**config.mk**
```make
export PLATFORM = sky130hd
export DESIGN_NAME = dac_output_update_and_status
export DESIGN_NICKNAME = d
export VERILOG_FILES = /design/src/logic/dac_output_update_and_status.v
export VERILOG_INCLUDE_DIRS = /design/src /design/src/logic
export SDC_FILE = /design/constraint.sdc
export NUM_CORES = 1
export LEC_CHECK = 0
export ABC_AREA = 1
export BUFFER_PORTS_ARGS = -buffer_cell sky130_fd_sc_hd__buf_4
export CORE_ASPECT_RATIO = 1.75
export CORE_MARGIN = 2
export CORE_UTILIZATION = 40
export DETAILED_ROUTE_END_ITERATION = 6
export PLACE_DENSITY = 0.66
export SYNTH_ARGS = -nofsm -noshare
export SYNTH_HDL_FRONTEND = slang
export SYNTH_SLANG_ARGS = --single-unit
```
**constraint.sdc**
```tcl
create_clock -name aclk -period 1.3 [get_ports aclk]
set_input_delay 0.26 -clock aclk [delete_from_list [all_inputs] [get_ports aclk]]
set_output_delay 0.26 -clock aclk [all_outputs]
set_load 0.005 [all_outputs]
```
**src/logic/dac_update_regs.vh**
```
`ifndef DAC_UPDATE_REGS_VH
`define DAC_UPDATE_REGS_VH

// Register word indices; the byte address is four times the index
`define OFS_COMMIT      4'h0
`define OFS_HEALTH      4'h1
`define OFS_CONTROL     4'h2
`define OFS_MODE        4'h3
`define OFS_CONFIG      4'h4
`define OFS_IRQ_STATUS  4'h5
`define OFS_IRQ_MASK    4'h6

// Commit register
`define COMMIT_BIT      0

// Health flags register
`define HF_PRIMED       26
`define HF_UNDERFLOW    25
`define HF_VALID        24
`define HF_SETTLE_B     23
`define HF_SETTLE_A     22
`define HF_BUSY_B       21
`define HF_BUSY_A       20
`define HF_OT_B         19
`define HF_OT_A         18

// Control register
`define CTL_STATUS_REQ  1
`define CTL_AUTO_REFR   2

// Mode register
`define MODE_DMA_LO     0
`define MODE_TRIG_LO    4
`define DMA_SEL_OFF     3'h0
`define TRIG_MANUAL     2'h0

// Interrupt status and mask layout
`define IRQ_COMMIT_DONE 0
`define IRQ_STATUS_DONE 1
`define IRQ_UNDERFLOW   2
`define IRQ_W           3

// Transfer kinds
`define KIND_CONFIG     2'h0
`define KIND_DATA       2'h1
`define KIND_STATUS     2'h2

// FIFO priming level in 32-bit words
`define PRIME_WORDS     8'h04

// Timing
`define CLK_MHZ         200
`define SETTLE_NS       10000
`define SETTLE_CYC      ((`SETTLE_NS * `CLK_MHZ) / 1000)

// AXI responses
`define RESP_OKAY       2'h0
`define RESP_SLVERR     2'h2

`endif

```
**src/logic/dac_output_update_and_status.v**
```verilog
// Notes on behaviour
// - Writing one to the commit bit records a pending analog output update.
// - Pending commit updates outputs only after all channel data is transferred.
// - Commit bit reads one while pending, clears itself at the output update.
// - Status mirror refreshes only on request, auto refresh, or configuration write.
// - Group flags kept apart: group A channels 1-4, group B channels 5-8.
// - With DMA on, updates wait until FIFO holds four words; primed flag shows it.
// - A commit arriving with DMA on while the primed flag is zero is discarded.
// - Empty FIFO after priming with DMA on sets underflow, forces DMA select 000 and trigger manual 00.
// - Status valid sets once the first converter status read completes.
// - A status request clears status valid; completion of that read sets it.
// - Each group settle flag is one for 10 us after an output update.
// - Each group busy flag is one while a transfer to that converter runs.
// - Each group thermal flag mirrors the alert from the latest status read.
// - The status request bit logs a request and reads back as zero.
// - A status read takes about 2.5 us and may wait behind other transfers.
//
// The AXI4-Lite slave port and the register addresses were decided locally.
module dac_output_update_and_status (
  input  wire        aclk,
  input  wire        aresetn,
  input  wire        clk_en,
  input  wire [31:0] s_axi_awaddr,
  input  wire        s_axi_awvalid,
  output reg         s_axi_awready,
  input  wire [31:0] s_axi_wdata,
  input  wire [3:0]  s_axi_wstrb,
  input  wire        s_axi_wvalid,
  output reg         s_axi_wready,
  output reg  [1:0]  s_axi_bresp,
  output reg         s_axi_bvalid,
  input  wire        s_axi_bready,
  input  wire [31:0] s_axi_araddr,
  input  wire        s_axi_arvalid,
  output reg         s_axi_arready,
  output reg  [31:0] s_axi_rdata,
  output reg  [1:0]  s_axi_rresp,
  output reg         s_axi_rvalid,
  input  wire        s_axi_rready,
  input  wire [7:0]  fifo_level,
  input  wire        chan_data_pending,
  input  wire        xfer_done,
  input  wire        xfer_over_temp,
  output reg         xfer_start,
  output reg  [1:0]  xfer_kind,
  output reg         xfer_group_b,
  output reg  [31:0] config_word,
  output reg         output_update,
  output reg  [2:0]  output_dma_select,
  output reg  [1:0]  output_trigger_source,
  output reg         irq
);

  `include "dac_update_regs.vh"

  localparam ST_IDLE  = 2'h0;
  localparam ST_RUN_A = 2'h1;
  localparam ST_RUN_B = 2'h2;

  localparam [31:0] SETTLE_FULL = `SETTLE_CYC;

  // Merge a write into a stored word under the byte strobes
  function [31:0] merge;
    input [31:0] old_v;
    input [31:0] new_v;
    input [3:0]  strb;
    integer i;
    begin
      merge = old_v;
      for (i = 0; i < 4; i = i + 1) begin
        if (strb[i]) begin
          merge[i*8 +: 8] = new_v[i*8 +: 8];
        end
      end
    end
  endfunction

  ////////////////////////////////////////////////////////////////////////////
  // State

  reg         aw_have_q;
  reg  [3:0]  aw_idx_q;
  reg         w_have_q;
  reg  [31:0] w_data_q;
  reg  [3:0]  w_strb_q;
  reg         commit_q;
  reg         auto_refr_q;
  reg         stat_pend_q;
  reg         cfg_pend_q;
  reg         primed_q;
  reg         underflow_q;
  reg         valid_q;
  reg         ot_a_q;
  reg         ot_b_q;
  reg         ot_a_tmp_q;
  reg  [11:0] settle_a_q;
  reg  [11:0] settle_b_q;
  reg  [1:0]  state_q;
  reg  [1:0]  op_q;
  reg  [`IRQ_W-1:0] irq_st_q;
  reg  [`IRQ_W-1:0] irq_mask_q;

  wire        wr_go   = aw_have_q && w_have_q && !s_axi_bvalid;
  wire [3:0]  ar_idx  = s_axi_araddr[5:2];
  wire        dma_on  = (output_dma_select != `DMA_SEL_OFF);
  wire        fifo_ok = !dma_on || primed_q;
  wire        idle    = (state_q == ST_IDLE);
  wire        busy_a  = (state_q == ST_RUN_A);
  wire        busy_b  = (state_q == ST_RUN_B);
  wire        wr_mapped = (aw_idx_q <= `OFS_IRQ_MASK);
  wire        wr_commit = wr_go && (aw_idx_q == `OFS_COMMIT) && w_strb_q[0];
  wire        wr_ctl    = wr_go && (aw_idx_q == `OFS_CONTROL) && w_strb_q[0];
  wire        wr_mode   = wr_go && (aw_idx_q == `OFS_MODE) && w_strb_q[0];
  wire        wr_cfg    = wr_go && (aw_idx_q == `OFS_CONFIG);
  wire        wr_irq_st = wr_go && (aw_idx_q == `OFS_IRQ_STATUS) && w_strb_q[0];
  wire        wr_irq_mk = wr_go && (aw_idx_q == `OFS_IRQ_MASK) && w_strb_q[0];
  wire        stat_req_wr = wr_ctl && w_data_q[`CTL_STATUS_REQ];

  // Live underflow: DMA feeding and primed, and the FIFO has run dry
  wire        uf_event  = dma_on && primed_q && (fifo_level == 8'h00);
  wire        stat_done = busy_b && xfer_done && (op_q == `KIND_STATUS);
  wire        do_load   = idle && commit_q && !cfg_pend_q && !chan_data_pending && fifo_ok;

  wire [31:0] health = {5'h00, primed_q, underflow_q, valid_q,
                        (settle_b_q != 12'h000), (settle_a_q != 12'h000),
                        busy_b, busy_a, ot_b_q, ot_a_q, 18'h00000};

  reg  [31:0] rd_val;
  reg         rd_ok;

  always @* begin
    rd_ok  = 1'b1;
    rd_val = 32'h00000000;
    case (ar_idx)
      `OFS_COMMIT:     rd_val = {31'h00000000, commit_q};
      `OFS_HEALTH:     rd_val = health;
      `OFS_CONTROL:    rd_val = {29'h00000000, auto_refr_q, 2'h0};
      `OFS_MODE:       rd_val = {26'h0000000, output_trigger_source, 1'b0,
                                 output_dma_select};
      `OFS_CONFIG:     rd_val = config_word;
      `OFS_IRQ_STATUS: rd_val = {29'h00000000, irq_st_q};
      `OFS_IRQ_MASK:   rd_val = {29'h00000000, irq_mask_q};
      default:         rd_ok  = 1'b0;
    endcase
  end

  ////////////////////////////////////////////////////////////////////////////
  // AXI4-Lite slave

  always @(posedge aclk) begin
    if (!aresetn) begin
      s_axi_awready <= 1'b0;
      s_axi_wready  <= 1'b0;
      s_axi_bvalid  <= 1'b0;
      s_axi_bresp   <= `RESP_OKAY;
      s_axi_arready <= 1'b0;
      s_axi_rvalid  <= 1'b0;
      s_axi_rresp   <= `RESP_OKAY;
      s_axi_rdata   <= 32'h00000000;
      aw_have_q     <= 1'b0;
      aw_idx_q      <= 4'h0;
      w_have_q      <= 1'b0;
      w_data_q      <= 32'h00000000;
      w_strb_q      <= 4'h0;
    end else if (clk_en) begin
      s_axi_awready <= !aw_have_q && !s_axi_awready && !s_axi_awvalid ? 1'b1 :
                       (!aw_have_q && !(s_axi_awvalid && s_axi_awready));
      s_axi_wready  <= !w_have_q && !(s_axi_wvalid && s_axi_wready);
      if (s_axi_awvalid && s_axi_awready) begin
        aw_have_q <= 1'b1;
        aw_idx_q  <= (s_axi_awaddr[31:6] == 26'h0000000) ? s_axi_awaddr[5:2] : 4'hf;
      end
      if (s_axi_wvalid && s_axi_wready) begin
        w_have_q <= 1'b1;
        w_data_q <= s_axi_wdata;
        w_strb_q <= s_axi_wstrb;
      end
      if (wr_go) begin
        aw_have_q    <= 1'b0;
        w_have_q     <= 1'b0;
        s_axi_bvalid <= 1'b1;
        s_axi_bresp  <= wr_mapped ? `RESP_OKAY : `RESP_SLVERR;
      end else if (s_axi_bready) begin
        s_axi_bvalid <= 1'b0;
      end
      s_axi_arready <= !s_axi_rvalid && !(s_axi_arvalid && s_axi_arready);
      if (s_axi_arvalid && s_axi_arready) begin
        s_axi_rvalid <= 1'b1;
        s_axi_rdata  <= (s_axi_araddr[31:6] == 26'h0000000) ? rd_val : 32'h00000000;
        s_axi_rresp  <= (rd_ok && s_axi_araddr[31:6] == 26'h0000000) ?
                        `RESP_OKAY : `RESP_SLVERR;
      end else if (s_axi_rready) begin
        s_axi_rvalid <= 1'b0;
      end
    end
  end

  ////////////////////////////////////////////////////////////////////////////
  // Software registers, FIFO flags and mode forcing

  always @(posedge aclk) begin
    if (!aresetn) begin
      commit_q              <= 1'b0;
      auto_refr_q           <= 1'b0;
      stat_pend_q           <= 1'b0;
      cfg_pend_q            <= 1'b0;
      config_word           <= 32'h00000000;
      output_dma_select     <= `DMA_SEL_OFF;
      output_trigger_source <= `TRIG_MANUAL;
      primed_q              <= 1'b0;
      underflow_q           <= 1'b0;
      irq_mask_q            <= {`IRQ_W{1'b0}};
    end else if (clk_en) begin
      if (wr_commit && w_data_q[`COMMIT_BIT] && fifo_ok) begin
        commit_q <= 1'b1;
      end else if (do_load) begin
        commit_q <= 1'b0;
      end
      if (wr_ctl) begin
        auto_refr_q <= w_data_q[`CTL_AUTO_REFR];
      end
      if (stat_req_wr || (idle && auto_refr_q && !stat_pend_q) ||
          (busy_b && xfer_done && op_q == `KIND_CONFIG)) begin
        stat_pend_q <= 1'b1;
      end else if (idle && stat_pend_q && !cfg_pend_q && !(chan_data_pending && fifo_ok)) begin
        stat_pend_q <= 1'b0;
      end
      if (wr_cfg) begin
        config_word <= merge(config_word, w_data_q, w_strb_q);
        cfg_pend_q  <= 1'b1;
      end else if (idle) begin
        cfg_pend_q <= 1'b0;
      end
      if (uf_event) begin
        output_dma_select     <= `DMA_SEL_OFF;
        output_trigger_source <= `TRIG_MANUAL;
      end else if (wr_mode) begin
        output_dma_select     <= w_data_q[`MODE_DMA_LO +: 3];
        output_trigger_source <= w_data_q[`MODE_TRIG_LO +: 2];
      end
      if (!dma_on) begin
        primed_q <= 1'b0;
      end else if (fifo_level >= `PRIME_WORDS) begin
        primed_q <= 1'b1;
      end
      // underflow until DMA is selected again
      if (uf_event) begin
        underflow_q <= 1'b1;
      end else if (wr_mode && w_data_q[`MODE_DMA_LO +: 3] != `DMA_SEL_OFF) begin
        underflow_q <= 1'b0;
      end
      if (wr_irq_mk) begin
        irq_mask_q <= w_data_q[`IRQ_W-1:0];
      end
    end
  end

  ////////////////////////////////////////////////////////////////////////////
  // Transfer sequencer: each transfer visits group A then group B

  always @(posedge aclk) begin
    if (!aresetn) begin
      state_q       <= ST_IDLE;
      op_q          <= `KIND_CONFIG;
      xfer_start    <= 1'b0;
      xfer_kind     <= `KIND_CONFIG;
      xfer_group_b  <= 1'b0;
      output_update <= 1'b0;
      valid_q       <= 1'b0;
      ot_a_q        <= 1'b0;
      ot_b_q        <= 1'b0;
      ot_a_tmp_q    <= 1'b0;
      settle_a_q    <= 12'h000;
      settle_b_q    <= 12'h000;
    end else if (clk_en) begin
      xfer_start    <= 1'b0;
      output_update <= 1'b0;
      case (state_q)
        ST_IDLE: begin
          if (cfg_pend_q) begin
            op_q       <= `KIND_CONFIG;
            xfer_kind  <= `KIND_CONFIG;
          end else if (chan_data_pending && fifo_ok) begin
            op_q       <= `KIND_DATA;
            xfer_kind  <= `KIND_DATA;
          end else if (stat_pend_q) begin
            op_q       <= `KIND_STATUS;
            xfer_kind  <= `KIND_STATUS;
          end
          if (cfg_pend_q || (chan_data_pending && fifo_ok) || stat_pend_q) begin
            state_q      <= ST_RUN_A;
            xfer_start   <= 1'b1;
            xfer_group_b <= 1'b0;
          end
        end
        ST_RUN_A: begin
          if (xfer_done) begin
            ot_a_tmp_q   <= xfer_over_temp;
            state_q      <= ST_RUN_B;
            xfer_start   <= 1'b1;
            xfer_group_b <= 1'b1;
          end
        end
        ST_RUN_B: begin
          if (xfer_done) begin
            state_q <= ST_IDLE;
          end
        end
        default: begin
          state_q <= ST_IDLE;
        end
      endcase
      if (stat_done) begin
        ot_a_q <= ot_a_tmp_q;
        ot_b_q <= xfer_over_temp;
      end
      if (stat_done) begin
        valid_q <= 1'b1;
      end else if (stat_req_wr) begin
        valid_q <= 1'b0;
      end
      if (do_load) begin
        output_update <= 1'b1;
      end
      if (do_load) begin
        settle_a_q <= SETTLE_FULL[11:0];
        settle_b_q <= SETTLE_FULL[11:0];
      end else begin
        if (settle_a_q != 12'h000) begin
          settle_a_q <= settle_a_q - 12'h001;
        end
        if (settle_b_q != 12'h000) begin
          settle_b_q <= settle_b_q - 12'h001;
        end
      end
    end
  end

  ////////////////////////////////////////////////////////////////////////////
  // Interrupts: sticky events, set wins over write-one-to-clear

  wire [`IRQ_W-1:0] irq_set = {uf_event, stat_done, do_load};
  wire [`IRQ_W-1:0] irq_clr = wr_irq_st ? w_data_q[`IRQ_W-1:0] : {`IRQ_W{1'b0}};
  wire [`IRQ_W-1:0] irq_nxt = (irq_st_q & ~irq_clr) | irq_set;

  always @(posedge aclk) begin
    if (!aresetn) begin
      irq_st_q <= {`IRQ_W{1'b0}};
      irq      <= 1'b0;
    end else if (clk_en) begin
      irq_st_q <= irq_nxt;
      irq      <= |(irq_nxt & irq_mask_q);
    end
  end

endmodule

```
==> results of run 1 <==
[final cells by class]
cell class	count	area (sq um)	share of cell area, %
Multi-Input combinational cell	709	4310	35.5
Sequential cell	166	3360	27.7
Timing Repair Buffer	357	3090	25.4
Inverter	118	475	3.92
Clock buffer	18	429	3.54
Tap cell	234	293	2.41
Clock inverter	14	161	1.33
Timing Repair inverter	1	11.3	0.0929
[how the worst max path moves through the flow]
stage | slack, ns | cells after the start | end
3_3_place_gp | -0.18 | 9 | settle_b_q[5]
2_1_floorplan | -0.14 | 8 | config_word[29]
4_1_cts | -0.18 | 9 | config_word[30]
5_1_grt | -0.28 | 9 | config_word[8]
3_5_place_dp | -0.21 | 9 | settle_b_q[10]
6_report | -0.19 | 9 | config_word[8]
[logic make-up (layout without fill, tap and decap cells)]
| family | Yosys count | in the layout | share of synthesized area [%] |
|---|---|---|---|
| flip-flops | 166 | 166 | 45.3 |
| AND/OR/NAND/NOR | 418 | 420 | 24.3 |
| other | 1 | 2 | 0.0511 |
| XOR/XNOR | 11 | 11 | 1.31 |
| adder cells (fa/ha/maj) | 4 | 4 | 0.683 |
| AO/OA/AOI/OAI | 272 | 272 | 19.2 |
| buffers and inverters | 168 | 508 | 9.08 |
[layer usage]
metal	GRT usage (%)	vias up	routed length, um
met1	27.5	3983	9530
met3	4.37	86	1200
met2	50.1	273	14700
li1	-	4084	-
met4	13.4	0	1230
met5	0	-	0
[power by group through the flow]
stage / Combinational, uW / Sequential, uW / Clock [uW]
floorplan: 3200 / 5930 / 0
finish: 9030 / 5980 / 5150
detailed placement: 5760 / 5860 / 0
global placement: 5670 / 5850 / 0
CTS: 7380 / 5860 / 5220
global route: 9780 / 6030 / 5450
[cells in the mapped netlist, types with 2 or more instances]
library cell / instances
nand3b_1: 5
a21oi_1: 150
o22ai_1: 3
nor3_1: 11
dfxtp_1: 166
nand2_1: 182
nand4_1: 19
clkinv_1: 2
o211ai_1: 5
inv_1: 115
a31oi_1: 2
nor2_1: 119
nor3b_1: 2
a22o_1: 2
o21ai_0: 104
clkbuf_1: 32
buf_4: 5
ha_1: 4
xor2_1: 5
buf_2: 13
xnor2_1: 6
nand3_1: 74
[sequential cells by signal, summed over array words and instances, names as in the netlist, 4 cells and up]
name and count:
w_data_q 32, settle_a_q 12, s_axi_rdata 32, config_word 32, w_strb_q 4, settle_b_q 12
aw_idx_q 4
[through the flow]
step | utilization [%] | cells
3_5_place_dp | 56.1 | 1552
4_1_cts | 64.3 | 1610
5_1_grt | 67.5 | 1617
6_report | 67.5 | 1617
2_1_floorplan | - | 1041
3_3_place_gp | 56.1 | 1552
[tightest hold or removal path: stages]
cell,delay (ns)
buf_4,0.10
nor2_1,0.04
nor2_1,0.09
[what timing repair did]
item                                    4_1_cts  5_1_grt
pin swaps                                    65       51
endpoints found under the setup margin       78       89
hold endpoints to repair                      0        0
resized for setup                           221      145
setup buffers                                23        9
gates cloned                                  6        1
==> results by stage, run 1 <==
Clock network:
- No sink is reached through more buffers than the 2 on the longest clock path.
- TritonCTS built the clock tree.
- The CTS H-tree depth is 4.
- After clock tree synthesis, the clock-pin slew on the worst setup and hold paths is about 0.07 ns.
- For the worst-skew pair, the clock arrives at the later sink with an insertion delay of around 0.43 ns.
- Clock tree synthesis found a total of 166 sinks.
- Buffers inserted to repair hold after CTS numbered 0.
- In this run the clock root is driven by a clkbuf_16.
- The TritonCTS buffer count is 17.

Worst hold path:
- The worst hold path begins at xfer_over_temp.
- The path class of the tightest hold or removal check is input pin to flop.
- The end of the worst hold path is ot_a_tmp_q.
- The cell count of the worst hold path is 3.

Yosys:
- Yosys attributes the largest share of cell area to dfxtp_1 45%, a21oi_1 10%, nand2_1 9.3%, o21ai_0 7.1%, nor2_1 6.1%.
- Counting distinct cell types in the post-synthesis netlist gives 36.
- The share of the yosys chip area belonging to registers is a little under half.
- The flop and latch count out of synthesis is approximately 170.
- In the synthesized netlist, the number of instances is ~1,000.
- The synthesized netlist occupies a cell area of ~7300 sq um.
- Summed over its instances, the top area cell type makes up roughly 45% of the synthesized netlist area.
- For this run, the leading register cell type out of synthesis is dfxtp_1.
- For this run, the number of Yosys warnings is 0.
- Yosys mapped a number of flops with a built-in enable equal to 0.
- In the synthesized netlist the async set-or-reset flop fraction comes to 0%.
- The library cell with the largest summed area after synthesis is dfxtp_1.
- The synthesized area per cell is 7.05 sq um.

Setup path:
- The count of buffering cells on the critical path with inverters included is 2.
- The endpoint arrival time on the critical path is about 1.8 ns.
- Of all nets on the critical path, the largest fanout is 8.
- The cell family contributing the most delay on the critical path is simple AND/OR/NAND/NOR gates.
- The critical path's most frequent cell is buf_12.
- The startpoint of the most critical register-to-register path is aw_have_q.
- The library cell contributing the largest single delay on the critical path is dfxtp_2.
- STA classifies the critical path startpoint as a flop.
- The critical path is of the flop to flop type.
- The longest individual stage delay on the worst path is 0.34 ns.
- The capturing element type of the critical path is a flop.
- The endpoint of the lowest-slack register-to-register path is config_word[8].
- The number of cells on the worst reg-to-reg path is 9.
- Data on the critical path is required at its endpoint by around 1.6 ns.
- Walking the worst path, the cells encountered are nand2_2, nor2_4, nand3_2, nor3_4, buf_12, buf_12, nand2_8, o21ai_2, a21oi_1.
- For flop-to-flop paths, the worst setup slack is -0.19 ns.
- Tracing the worst setup path back leads to its startpoint at aw_have_q.

Placement:
- The half-perimeter wire length of the detailed placement result is roughly 18 mm.
- After detailed placement, the total cell area comes to 10,100 sq um.
- In this run the tool buffered the top-level ports with slightly below 200 buffer cells.
- The pre-CTS worst setup slack is -0.205 ns.
- The congestion estimate from routability-driven global placement came to just over 0.9.

Floorplanning:
- In this run the horizontal extent of the chip is about 110 um.
- The area inside the core boundary is around 18,000 sq um.
- The number of placement rows is 65.
- The boundary pin count is between 200 and 250.
- The die extent in y is approximately 180 um.
- The starting utilization of the core area is about 40%.
- The die area is 19,500 sq um.

Global route:
- After global routing the overflow that remains totals 0.
- The via count of the first global-routing pass came to 8,274.
- The first global-routing pass estimated between 40 and 50 mm of wire.
- The largest net degree at the start of global routing is 57.
- The number of antenna violations at the first check in global routing came to 0.
- Global routing consumed, over all layers together, 26.5% of the routing resources.

Routing:
- The first TritonRoute pass finished after 5 iterations.
- For this run, design rule violations remaining after detail routing come to 0.
- The count of routing violations after the opening detailed-route iteration is 338.
- The average vias per placed instance is about 5.2.
- Once detail routing completed, the nets flagged for antenna violations numbered 0.
- After detailed routing, the total wire length is ~27 mm.
- For this block, the via count after detailed routing is roughly 8,400.
- After detailed routing, the average wire length per cell comes to 16.5 um.

STA:
- The count of final max-slew check failures is 0.
- Setup violations remaining at the end of the flow were counted as 76.
- The least setup slack across all paths after layout is -0.193 ns.
- Across all hold checks on the routed design, the worst slack comes to 0.0888 ns.
- The final critical-path required period is 1.49 ns.
- The hold violation total from the final report is 0.
- Setup repair after global routing could not meet its margin everywhere.
- After routing, the total negative slack on setup checks comes to -8.22 ns.
- Static timing analysis puts the maximum clock frequency at 0.670 GHz.
- Clock skew on the completed layout was measured at 0.0194 ns.
- The part of the cycle the worst path needs is 115%.

Run:
- Max-cap violations in this run came to 0.

Final layout:
- The finished layout cell area is 12,100 sq um.
- The most frequent standard cell in the layout excluding fill and tap cells is buf_4.
- The total number of nets in the final design is about 1,500.
- The antenna diode count is 0.
- The ratio of cells with drive above 1 in the final layout is around 44%.
- Compared with the post-synthesis result, the final layout area differs by 65.3%.
- In the layout the commonest cells are 306 x buf_4, 137 x dfxtp_1, 135 x nand2_1.
- Fill cells in the final layout number between 1,000 and 1,500.

Power and ir drop:
- For this design the total switching power over the nets is approximately 7300 uW.
- Internal power comes to roughly 13,000 uW.
- In this run, the clock network consumes 25.5% of the power.
- In this run, the combinational gates consume approximately 45% of the power.
- The switching share of total power is between 30 and 40%.
- IR analysis of the VDD net gives a maximum drop of about 0.0013 V.
- In this run the static leakage power is approximately 0.0052 uW.
- The power per unit of standard cell area is 1660 nW/um^2.
- Total power for the finished layout comes to slightly above 20,000 uW.
- The part of the total power dissipated in sequential elements is just under 30%.

Outcome:
- The run finished, with violations left.
- The checks that failed: negative setup slack.
No activity file was read; power rests on OpenSTA's default activity.
==> inputs of run 2 (changes only) <==
==> constraint.sdc (replaced) <==
create_clock -name aclk -period 1.3 [get_ports aclk]
set_input_delay 0 -clock aclk [delete_from_list [all_inputs] [get_ports aclk]]
set_output_delay 0 -clock aclk [all_outputs]
set_load 0.005 [all_outputs]
==> results by stage, run 2 (synthesized netlist as in run 1, its figures left out) <==
Outcome:
- Outcome: finished, violations left (unchanged).
- Violations in the final reports: negative setup slack (unchanged).

Power and ir drop:
- The leakage power of the design was 0.00517 uW (was 0.00518 uW).
- The power per unit of standard cell area is 1630 nW/um^2 (was 1660 nW/um^2).
- The largest vdd supply drop is 0.000948 V (was 0.00129 V).

Routing:
- The total DRC errors in the routed layout was 0 (unchanged).
- The remaining antenna violation count is 0 (unchanged).
- The via total after detailed routing was 8,460 (was 8,426).
- The overall routed net length is 26.3 mm (was 26.7 mm).
- The first-pass iteration count of the detailed router came to 5 (unchanged).
- The average vias per placed instance is 5.14 (was 5.21).
- The detailed-route wire length per cell is 16.0 um (was 16.5 um).
- The count of routing violations after the opening detailed-route iteration is 477 (was 338).

Setup path:
- The internal reg-to-reg setup slack is -0.20 ns (was -0.19 ns).
- The capture point of the critical path is irq (was config_word[8]).
- Cells traversed along the worst timing path: inv_1, nand2_4, nor2_4, nand4_1, nand2_1, nand2_1, nand2_1, nand2_1, nor2_1, nor2_1 (was nand2_2, nor2_4, nand3_2, nor3_4, buf_12, buf_12, nand2_8, o21ai_2, a21oi_1).
- The endpoint arrival time on the critical path is 1.82 ns (was 1.81 ns).
- The count of buffering cells on the critical path with inverters included is 1 (was 2).
- The critical path's most frequent cell was nand2_1 (was buf_12).
- The timing startpoint of the critical path is aw_idx_q[3] (was aw_have_q).
- The worst-path maximum fanout is 3 (was 8).
- The startpoint of the most critical register-to-register path was aw_idx_q[3] (was aw_have_q).
- The capturing element type of the critical path is a flop (unchanged).
- The startpoint-to-endpoint class of the critical path is flop to flop (unchanged).
- The endpoint of the lowest-slack register-to-register path is irq (was config_word[8]).
- The family with the most delay on the worst path is simple AND/OR/NAND/NOR gates (unchanged).
- The number of cells on the worst reg-to-reg path is 10 (was 9).
- The number of cells on the critical path was 10 (was 9).
- The longest individual stage delay on the worst path is 0.33 ns (was 0.34 ns).
- The library cell contributing the largest single delay on the critical path is dfxtp_2 (unchanged).
- The critical path launch point type is a flop (unchanged).
- The data required time at the worst endpoint is 1.62 ns (about the same).

Clock network:
- The CTS H-tree depth came to 4 (unchanged).
- The clock sink count is 166 (unchanged).
- The clock latency on the worst-skew pair came to 0.44 ns (was 0.43 ns).
- The register clock-pin slew on the reported worst setup and hold paths is 0.07 ns (about the same).
- The TritonCTS buffer count is 17 (unchanged).
- The clock tree from TritonCTS was yes (unchanged).
- The buffer levels on the longest clock path is 2 (unchanged).
- The clock root buffer is clkbuf_16 (unchanged).

Placement:
- The half-perimeter wire length of the detailed placement result is 17.6 mm (about the same).
- The port buffer count was 196 (unchanged).
- The pre-CTS worst setup slack is -0.182 ns (was -0.205 ns).
- The cell area after placement came to 9940 sq um (was 10,100 sq um).
- The placer's final routability congestion estimate is 0.916 (was 0.913).

Worst hold path:
- The class of the tightest hold or removal check is input pin to flop (unchanged).
- The startpoint of the tightest hold check path is fifo_level[2] (was xfer_over_temp).

Floorplanning:
- The number of placement rows is 65 (unchanged).
- The die area is 19,500 sq um (unchanged).
- The boundary pin count is 203 (unchanged).
- The area inside the core boundary was 18,000 sq um (unchanged).
- The width of the chip is 106 um (unchanged).
- The starting utilization of the core area is 40.8% (unchanged).
- The die extent in y is 183 um (unchanged).

Final layout:
- Most used cells in the layout excluding fill and tap cells: 300 x buf_4, 149 x dfxtp_1, 141 x nand2_1 (was 306 x buf_4, 137 x dfxtp_1, 135 x nand2_1).
- The growth of design area from synthesis to finish is 64.3% (was 65.3%).
- Top Registers: config_word (32), s_axi_rdata (32), w_data_q (32) (unchanged).
- The antenna diode count came to 0 (unchanged).
- The finished layout cell area came to 12,100 sq um (about the same).
- The total number of nets in the final design is 1,521 (was 1,493).
- The ratio of cells with drive above 1 in the final layout is 38.7% (was 44.5%).
- The most frequent standard cell in the layout excluding fill and tap cells is buf_4 (unchanged).
- The number of fillers in the final layout is 1,490 (was 1,463).
- The post-layout utilization of the core is 67.1% (was 67.5%).

STA:
- The final count of negative-setup-slack endpoints is 72 (was 76).
- The final critical-path required period is 1.50 ns (was 1.49 ns).
- The count of final max-slew check failures is 0 (unchanged).
- The sum of negative setup slack is -6.00 ns (was -8.22 ns).
- The part of the cycle the worst path needs is 115% (about the same).
- The final-layout worst hold slack came to 0.0424 ns (was 0.0888 ns).
- The clock skew after layout is 0.0162 ns (was 0.0194 ns).
- Setup repair after global routing missed its margin: yes (unchanged).
- The least setup slack across all paths after layout is -0.196 ns (was -0.193 ns).
- The hold violation total from the final report came to 0 (unchanged).
- The highest achievable clock rate is 0.668 GHz (was 0.670 GHz).

Global route:
- The leftover overflow at the end of global routing came to 0 (unchanged).
- The via count of the first global-routing pass came to 8,440 (was 8,274).
- The wire length of the first global-routing pass is 41.2 mm (was 40.9 mm).
- The number of antenna violations at the first check in global routing is 0 (unchanged).
- The combined global-route utilization of all metal layers is 26.7% (was 26.5%).
- The largest net degree at the start of global routing came to 50 (was 57).

Run:
- The number of max-cap violations came to 0 (unchanged).
run 2: changes by cell type in the layout (fill, tap and decap cells not counted), moves of 6 or more:
cell and delta:
dlygate4sd3_1 +48, a21oi_1 +16, dfxtp_2 -10, nand2_1 +6, o21ai_2 -6, buf_4 -6
dfxtp_1 +12, nor2_4 -6, a21oi_2 -15
run 2: per-stage QoR:
| stage | total power [uW] | std cells |
|---|---|---|
| after floorplan | 9130 | 1041 |
| after global placement | 11600 | 1541 |
| after detailed placement | 11600 | 1541 |
| after CTS | 18300 | 1637 |
| after global routing | 20700 | 1645 |
| final | 19700 | 1645 |
run 2: report_power, final:
part	leakage (uW)	internal [uW]	switching [uW]
Combinational	0.00354	4210	4560
Sequential	0.00135	5540	336
Clock	0.000284	2620	2420
Total	0.00517	12400	7320
run 2: worst min-delay path by stage:
stage / end / slack [ns] / depth (start not counted)
after floorplan: ot_a_tmp_q / 0.13 / 2
after global placement: ot_a_tmp_q / 0.25 / 3
after detailed placement: ot_a_tmp_q / 0.26 / 3
after CTS: primed_q / 0.03 / 4
after global routing: primed_q / 0.07 / 4
final: primed_q / 0.04 / 4
run 2: worst min-delay path: cells and delay by family:
| kind | cells | cell delay, ns |
|---|---|---|
| compound gates | 2 | 0.29 |
| buf+inv | 1 | 0.08 |
| simple gates | 1 | 0.07 |
run 2: area by class of cell:
| type | count | area [sq um] | area share [%] |
|---|---|---|---|
| multi-input combinational | 709 | 4070 | 33.8 |
| sequential | 166 | 3340 | 27.8 |
| timing repair buffer | 385 | 3280 | 27.2 |
| inverter | 118 | 462 | 3.83 |
| clock buffer | 18 | 439 | 3.64 |
| tap | 234 | 293 | 2.43 |
| clock inverter | 14 | 153 | 1.27 |
| timing repair inverter | 1 | 8.76 | 0.0727 |
run 2: routing by layer:
metal / track usage (%) / routed length (um)
met5: 0 / 0
met4: 13.6 / 1030
met3: 4.48 / 1260
met2: 50.0 / 14500
met1: 28.3 / 9570
run 2: repair_timing:
item                                    4_1_cts  5_1_grt
hold buffers                                 48        0
cloned                                        4        0
pin swaps                                    58       53
endpoints found under the setup margin       74       89
endpoints found under the hold margin        62        0
gates resized for setup                     168      107
setup buffers                                13       10
==> inputs of run 3 (changes only) <==
GPL_TIMING_DRIVEN = 0   (was default)
==> results by stage, run 3 (synthesized netlist as in run 1, its figures left out) <==
Outcome:
- Outcome: finished, violations left (unchanged).
- Violations in the final reports: negative setup slack (unchanged).

Setup path:
- The startpoint of the most critical register-to-register path is aw_have_q (was aw_idx_q[3]).
- The worst-path maximum fanout is 8 (was 3).
- The data required time at the worst endpoint came to 1.62 ns (about the same).
- The endpoint arrival time on the critical path is 1.87 ns (was 1.82 ns).
- The capturing element type of the critical path is a flop (unchanged).
- The startpoint-to-endpoint class of the critical path was flop to flop (unchanged).
- The capture point of the critical path is config_word[29] (was irq).
- The endpoint of the lowest-slack register-to-register path is config_word[29] (was irq).
- The internal reg-to-reg setup slack came to -0.25 ns (was -0.20 ns).
- The number of cells on the worst reg-to-reg path is 9 (was 10).
- The critical path launch point type is a flop (unchanged).
- The timing startpoint of the critical path is aw_have_q (was aw_idx_q[3]).

Floorplanning:
- The area inside the core boundary came to 18,000 sq um (unchanged).
- The die extent in y is 183 um (unchanged).
- The boundary pin count came to 203 (unchanged).
- The starting utilization of the core area is 40.8% (unchanged).
- The die area is 19,500 sq um (unchanged).
- The width of the chip was 106 um (unchanged).
- The number of placement rows is 65 (unchanged).

Clock network:
- The clock sink count was 166 (unchanged).
- The clock tree from TritonCTS is yes (unchanged).
- The register clock-pin slew on the reported worst setup and hold paths is 0.07 ns (about the same).
- The clock latency on the worst-skew pair came to 0.44 ns (about the same).
- The CTS H-tree depth is 4 (unchanged).
- The buffer levels on the longest clock path is 2 (unchanged).
- The clock root buffer is clkbuf_16 (unchanged).
- The TritonCTS buffer count is 17 (unchanged).

Final layout:
- The final cell count without fillers is 1,591 (was 1,645).
- The most frequent standard cell in the layout excluding fill and tap cells is buf_4 (unchanged).
- The total number of nets in the final design came to 1,467 (was 1,521).
- The ratio of cells with drive above 1 in the final layout came to 35.2% (was 38.7%).
- Top Registers: config_word (32), s_axi_rdata (32), w_data_q (32) (unchanged).
- Most used cells in the layout excluding fill and tap cells: 223 x buf_4, 145 x nand2_1, 139 x dfxtp_1 (was 300 x buf_4, 149 x dfxtp_1, 141 x nand2_1).
- The post-layout utilization of the core was 64.1% (was 67.1%).
- The growth of design area from synthesis to finish is 57.1% (was 64.3%).
- The antenna diode count is 0 (unchanged).
- The number of fillers in the final layout is 1,564 (was 1,490).

Worst hold path:
- The class of the tightest hold or removal check was input pin to flop (unchanged).
- The cell count of the worst hold path came to 4 (unchanged).

STA:
- The slew at the pin closest to its max-slew limit is around 0.85 ns.
- The final critical-path required period is 1.55 ns (was 1.50 ns).
- The hold violation total from the final report came to 0 (unchanged).
- The count of final max-slew check failures is 0 (unchanged).
- Setup repair after global routing missed its margin: yes (unchanged).
- The final count of negative-setup-slack endpoints was 95 (was 72).
- The worst pin sits at a relative slew slack of around 43%.
- The highest achievable clock rate was 0.645 GHz (was 0.668 GHz).
- The sum of negative setup slack is -10.02 ns (was -6.00 ns).
- The part of the cycle the worst path needs is 119% (was 115%).
- The clock skew after layout is 0.0149 ns (was 0.0162 ns).
- The least setup slack across all paths after layout is -0.250 ns (was -0.196 ns).

Run:
- The number of max-cap violations is 0 (unchanged).

Routing:
- The remaining antenna violation count was 0 (unchanged).
- The detailed-route wire length per cell was 17.1 um (was 16.0 um).
- The first-pass iteration count of the detailed router is 5 (unchanged).
- The overall routed net length is 27.3 mm (was 26.3 mm).
- The average vias per placed instance is 5.22 (was 5.14).
- The count of routing violations after the opening detailed-route iteration came to 437 (was 477).
- The total DRC errors in the routed layout was 0 (unchanged).
- The via total after detailed routing is 8,302 (was 8,460).

Power and ir drop:
- The largest vdd supply drop is 0.000953 V (was 0.000948 V).
- The switching share of total power is 38.2% (was 37.2%).
- The leakage power of the design is 0.00480 uW (was 0.00517 uW).
- The part of the total power dissipated in sequential elements is 33.6% (was 29.8%).
- The portion of total power attributed to combinational logic is 39.3% (was 44.6%).
- The clock network fraction of design power is 27.1% (was 25.6%).
- The net switching power of the design is 7070 uW (was 7320 uW).
- The total internal power is 11,500 uW (was 12,400 uW).
- The power per unit of standard cell area was 1610 nW/um^2 (was 1630 nW/um^2).

Placement:
- The cell count after placement was 1,470 (was 1,541).
- The pre-CTS worst setup slack is -0.584 ns (was -0.182 ns).
- The half-perimeter wire length of the detailed placement result is 18.9 mm (was 17.6 mm).
- The port buffer count is 195 (was 196).
- The placer's final routability congestion estimate is 0.925 (was 0.916).

Global route:
- The leftover overflow at the end of global routing is 0 (unchanged).
- The largest net degree at the start of global routing came to 19 (was 50).
- The combined global-route utilization of all metal layers is 26.7% (about the same).
- The number of antenna violations at the first check in global routing is 0 (unchanged).
- The via count of the first global-routing pass is 8,091 (was 8,440).
- The wire length of the first global-routing pass is 40.4 mm (was 41.2 mm).
run 3: what timing repair did:
| item | 4_1_cts | 5_1_grt |
|---|---|---|
| cloned | 5 | 2 |
| hold buffers | 48 | 0 |
| pin swaps | 11 | 65 |
| setup buffers | 11 | 24 |
| endpoints found under the setup margin | 148 | 149 |
| gates resized for setup | 108 | 228 |
| hold endpoints to repair | 51 | 0 |
run 3: stage by stage:
step / instance area (sq um) / hold WS, ns / power, uW
3_5_place_dp: 9130 / 0.254 / 10300
5_1_grt: 11500 / 0.0297 / 19400
3_3_place_gp: 9130 / 0.262 / 10200
6_report: 11500 / 0.0192 / 18500
2_1_floorplan: 7380 / 0.135 / 9130
4_1_cts: 10600 / 0.0149 / 15800
run 3: worst min path at each step:
stage                     start              to
6_report          fifo_level[2]        primed_q
5_1_grt           fifo_level[2]        primed_q
4_1_cts        s_axi_araddr[11]  s_axi_rresp[1]
3_5_place_dp     xfer_over_temp      ot_a_tmp_q
3_3_place_gp     xfer_over_temp      ot_a_tmp_q
2_1_floorplan    xfer_over_temp      ot_a_tmp_q
run 3: area by class of cell:
class | count | area [sq um] | area share (%)
tap | 234 | 293 | 2.54
clock inverter | 14 | 160 | 1.39
timing repair buffer | 283 | 2360 | 20.5
clock buffer | 18 | 429 | 3.73
multi-input combinational | 708 | 4100 | 35.6
inverter | 118 | 477 | 4.14
sequential | 166 | 3370 | 29.3
buffer | 50 | 325 | 2.82
run 3: worst max-delay path, stage by stage, from the launching register on:
cell and delay (ns):
dfxtp_2 0.36, nand2_2 0.07, nor2_4 0.14, nand3_4 0.10
nor3_4 0.18, buf_12 0.19, nand2_8 0.08, buf_6 0.15
o21ai_2 0.11, a21oi_1 0.05
run 3: routing by layer:
layer | vias up | track usage (%) | wire length [um]
met5 | - | 0 | 0
met4 | 0 | 13.6 | 1320
li1 | 4049 | - | -
met2 | 291 | 50.8 | 14900
met1 | 3881 | 26.8 | 9700
met3 | 81 | 5.72 | 1340
run 3: power groups by stage:
stage | clock network (uW) | registers [uW] | logic, uW
final | 5020 | 6220 | 7280
after global routing | 5280 | 6270 | 7890
after CTS | 5040 | 5990 | 4780
after detailed placement | 0 | 6050 | 4240
after global placement | 0 | 6050 | 4200
after floorplan | 0 | 5930 | 3200
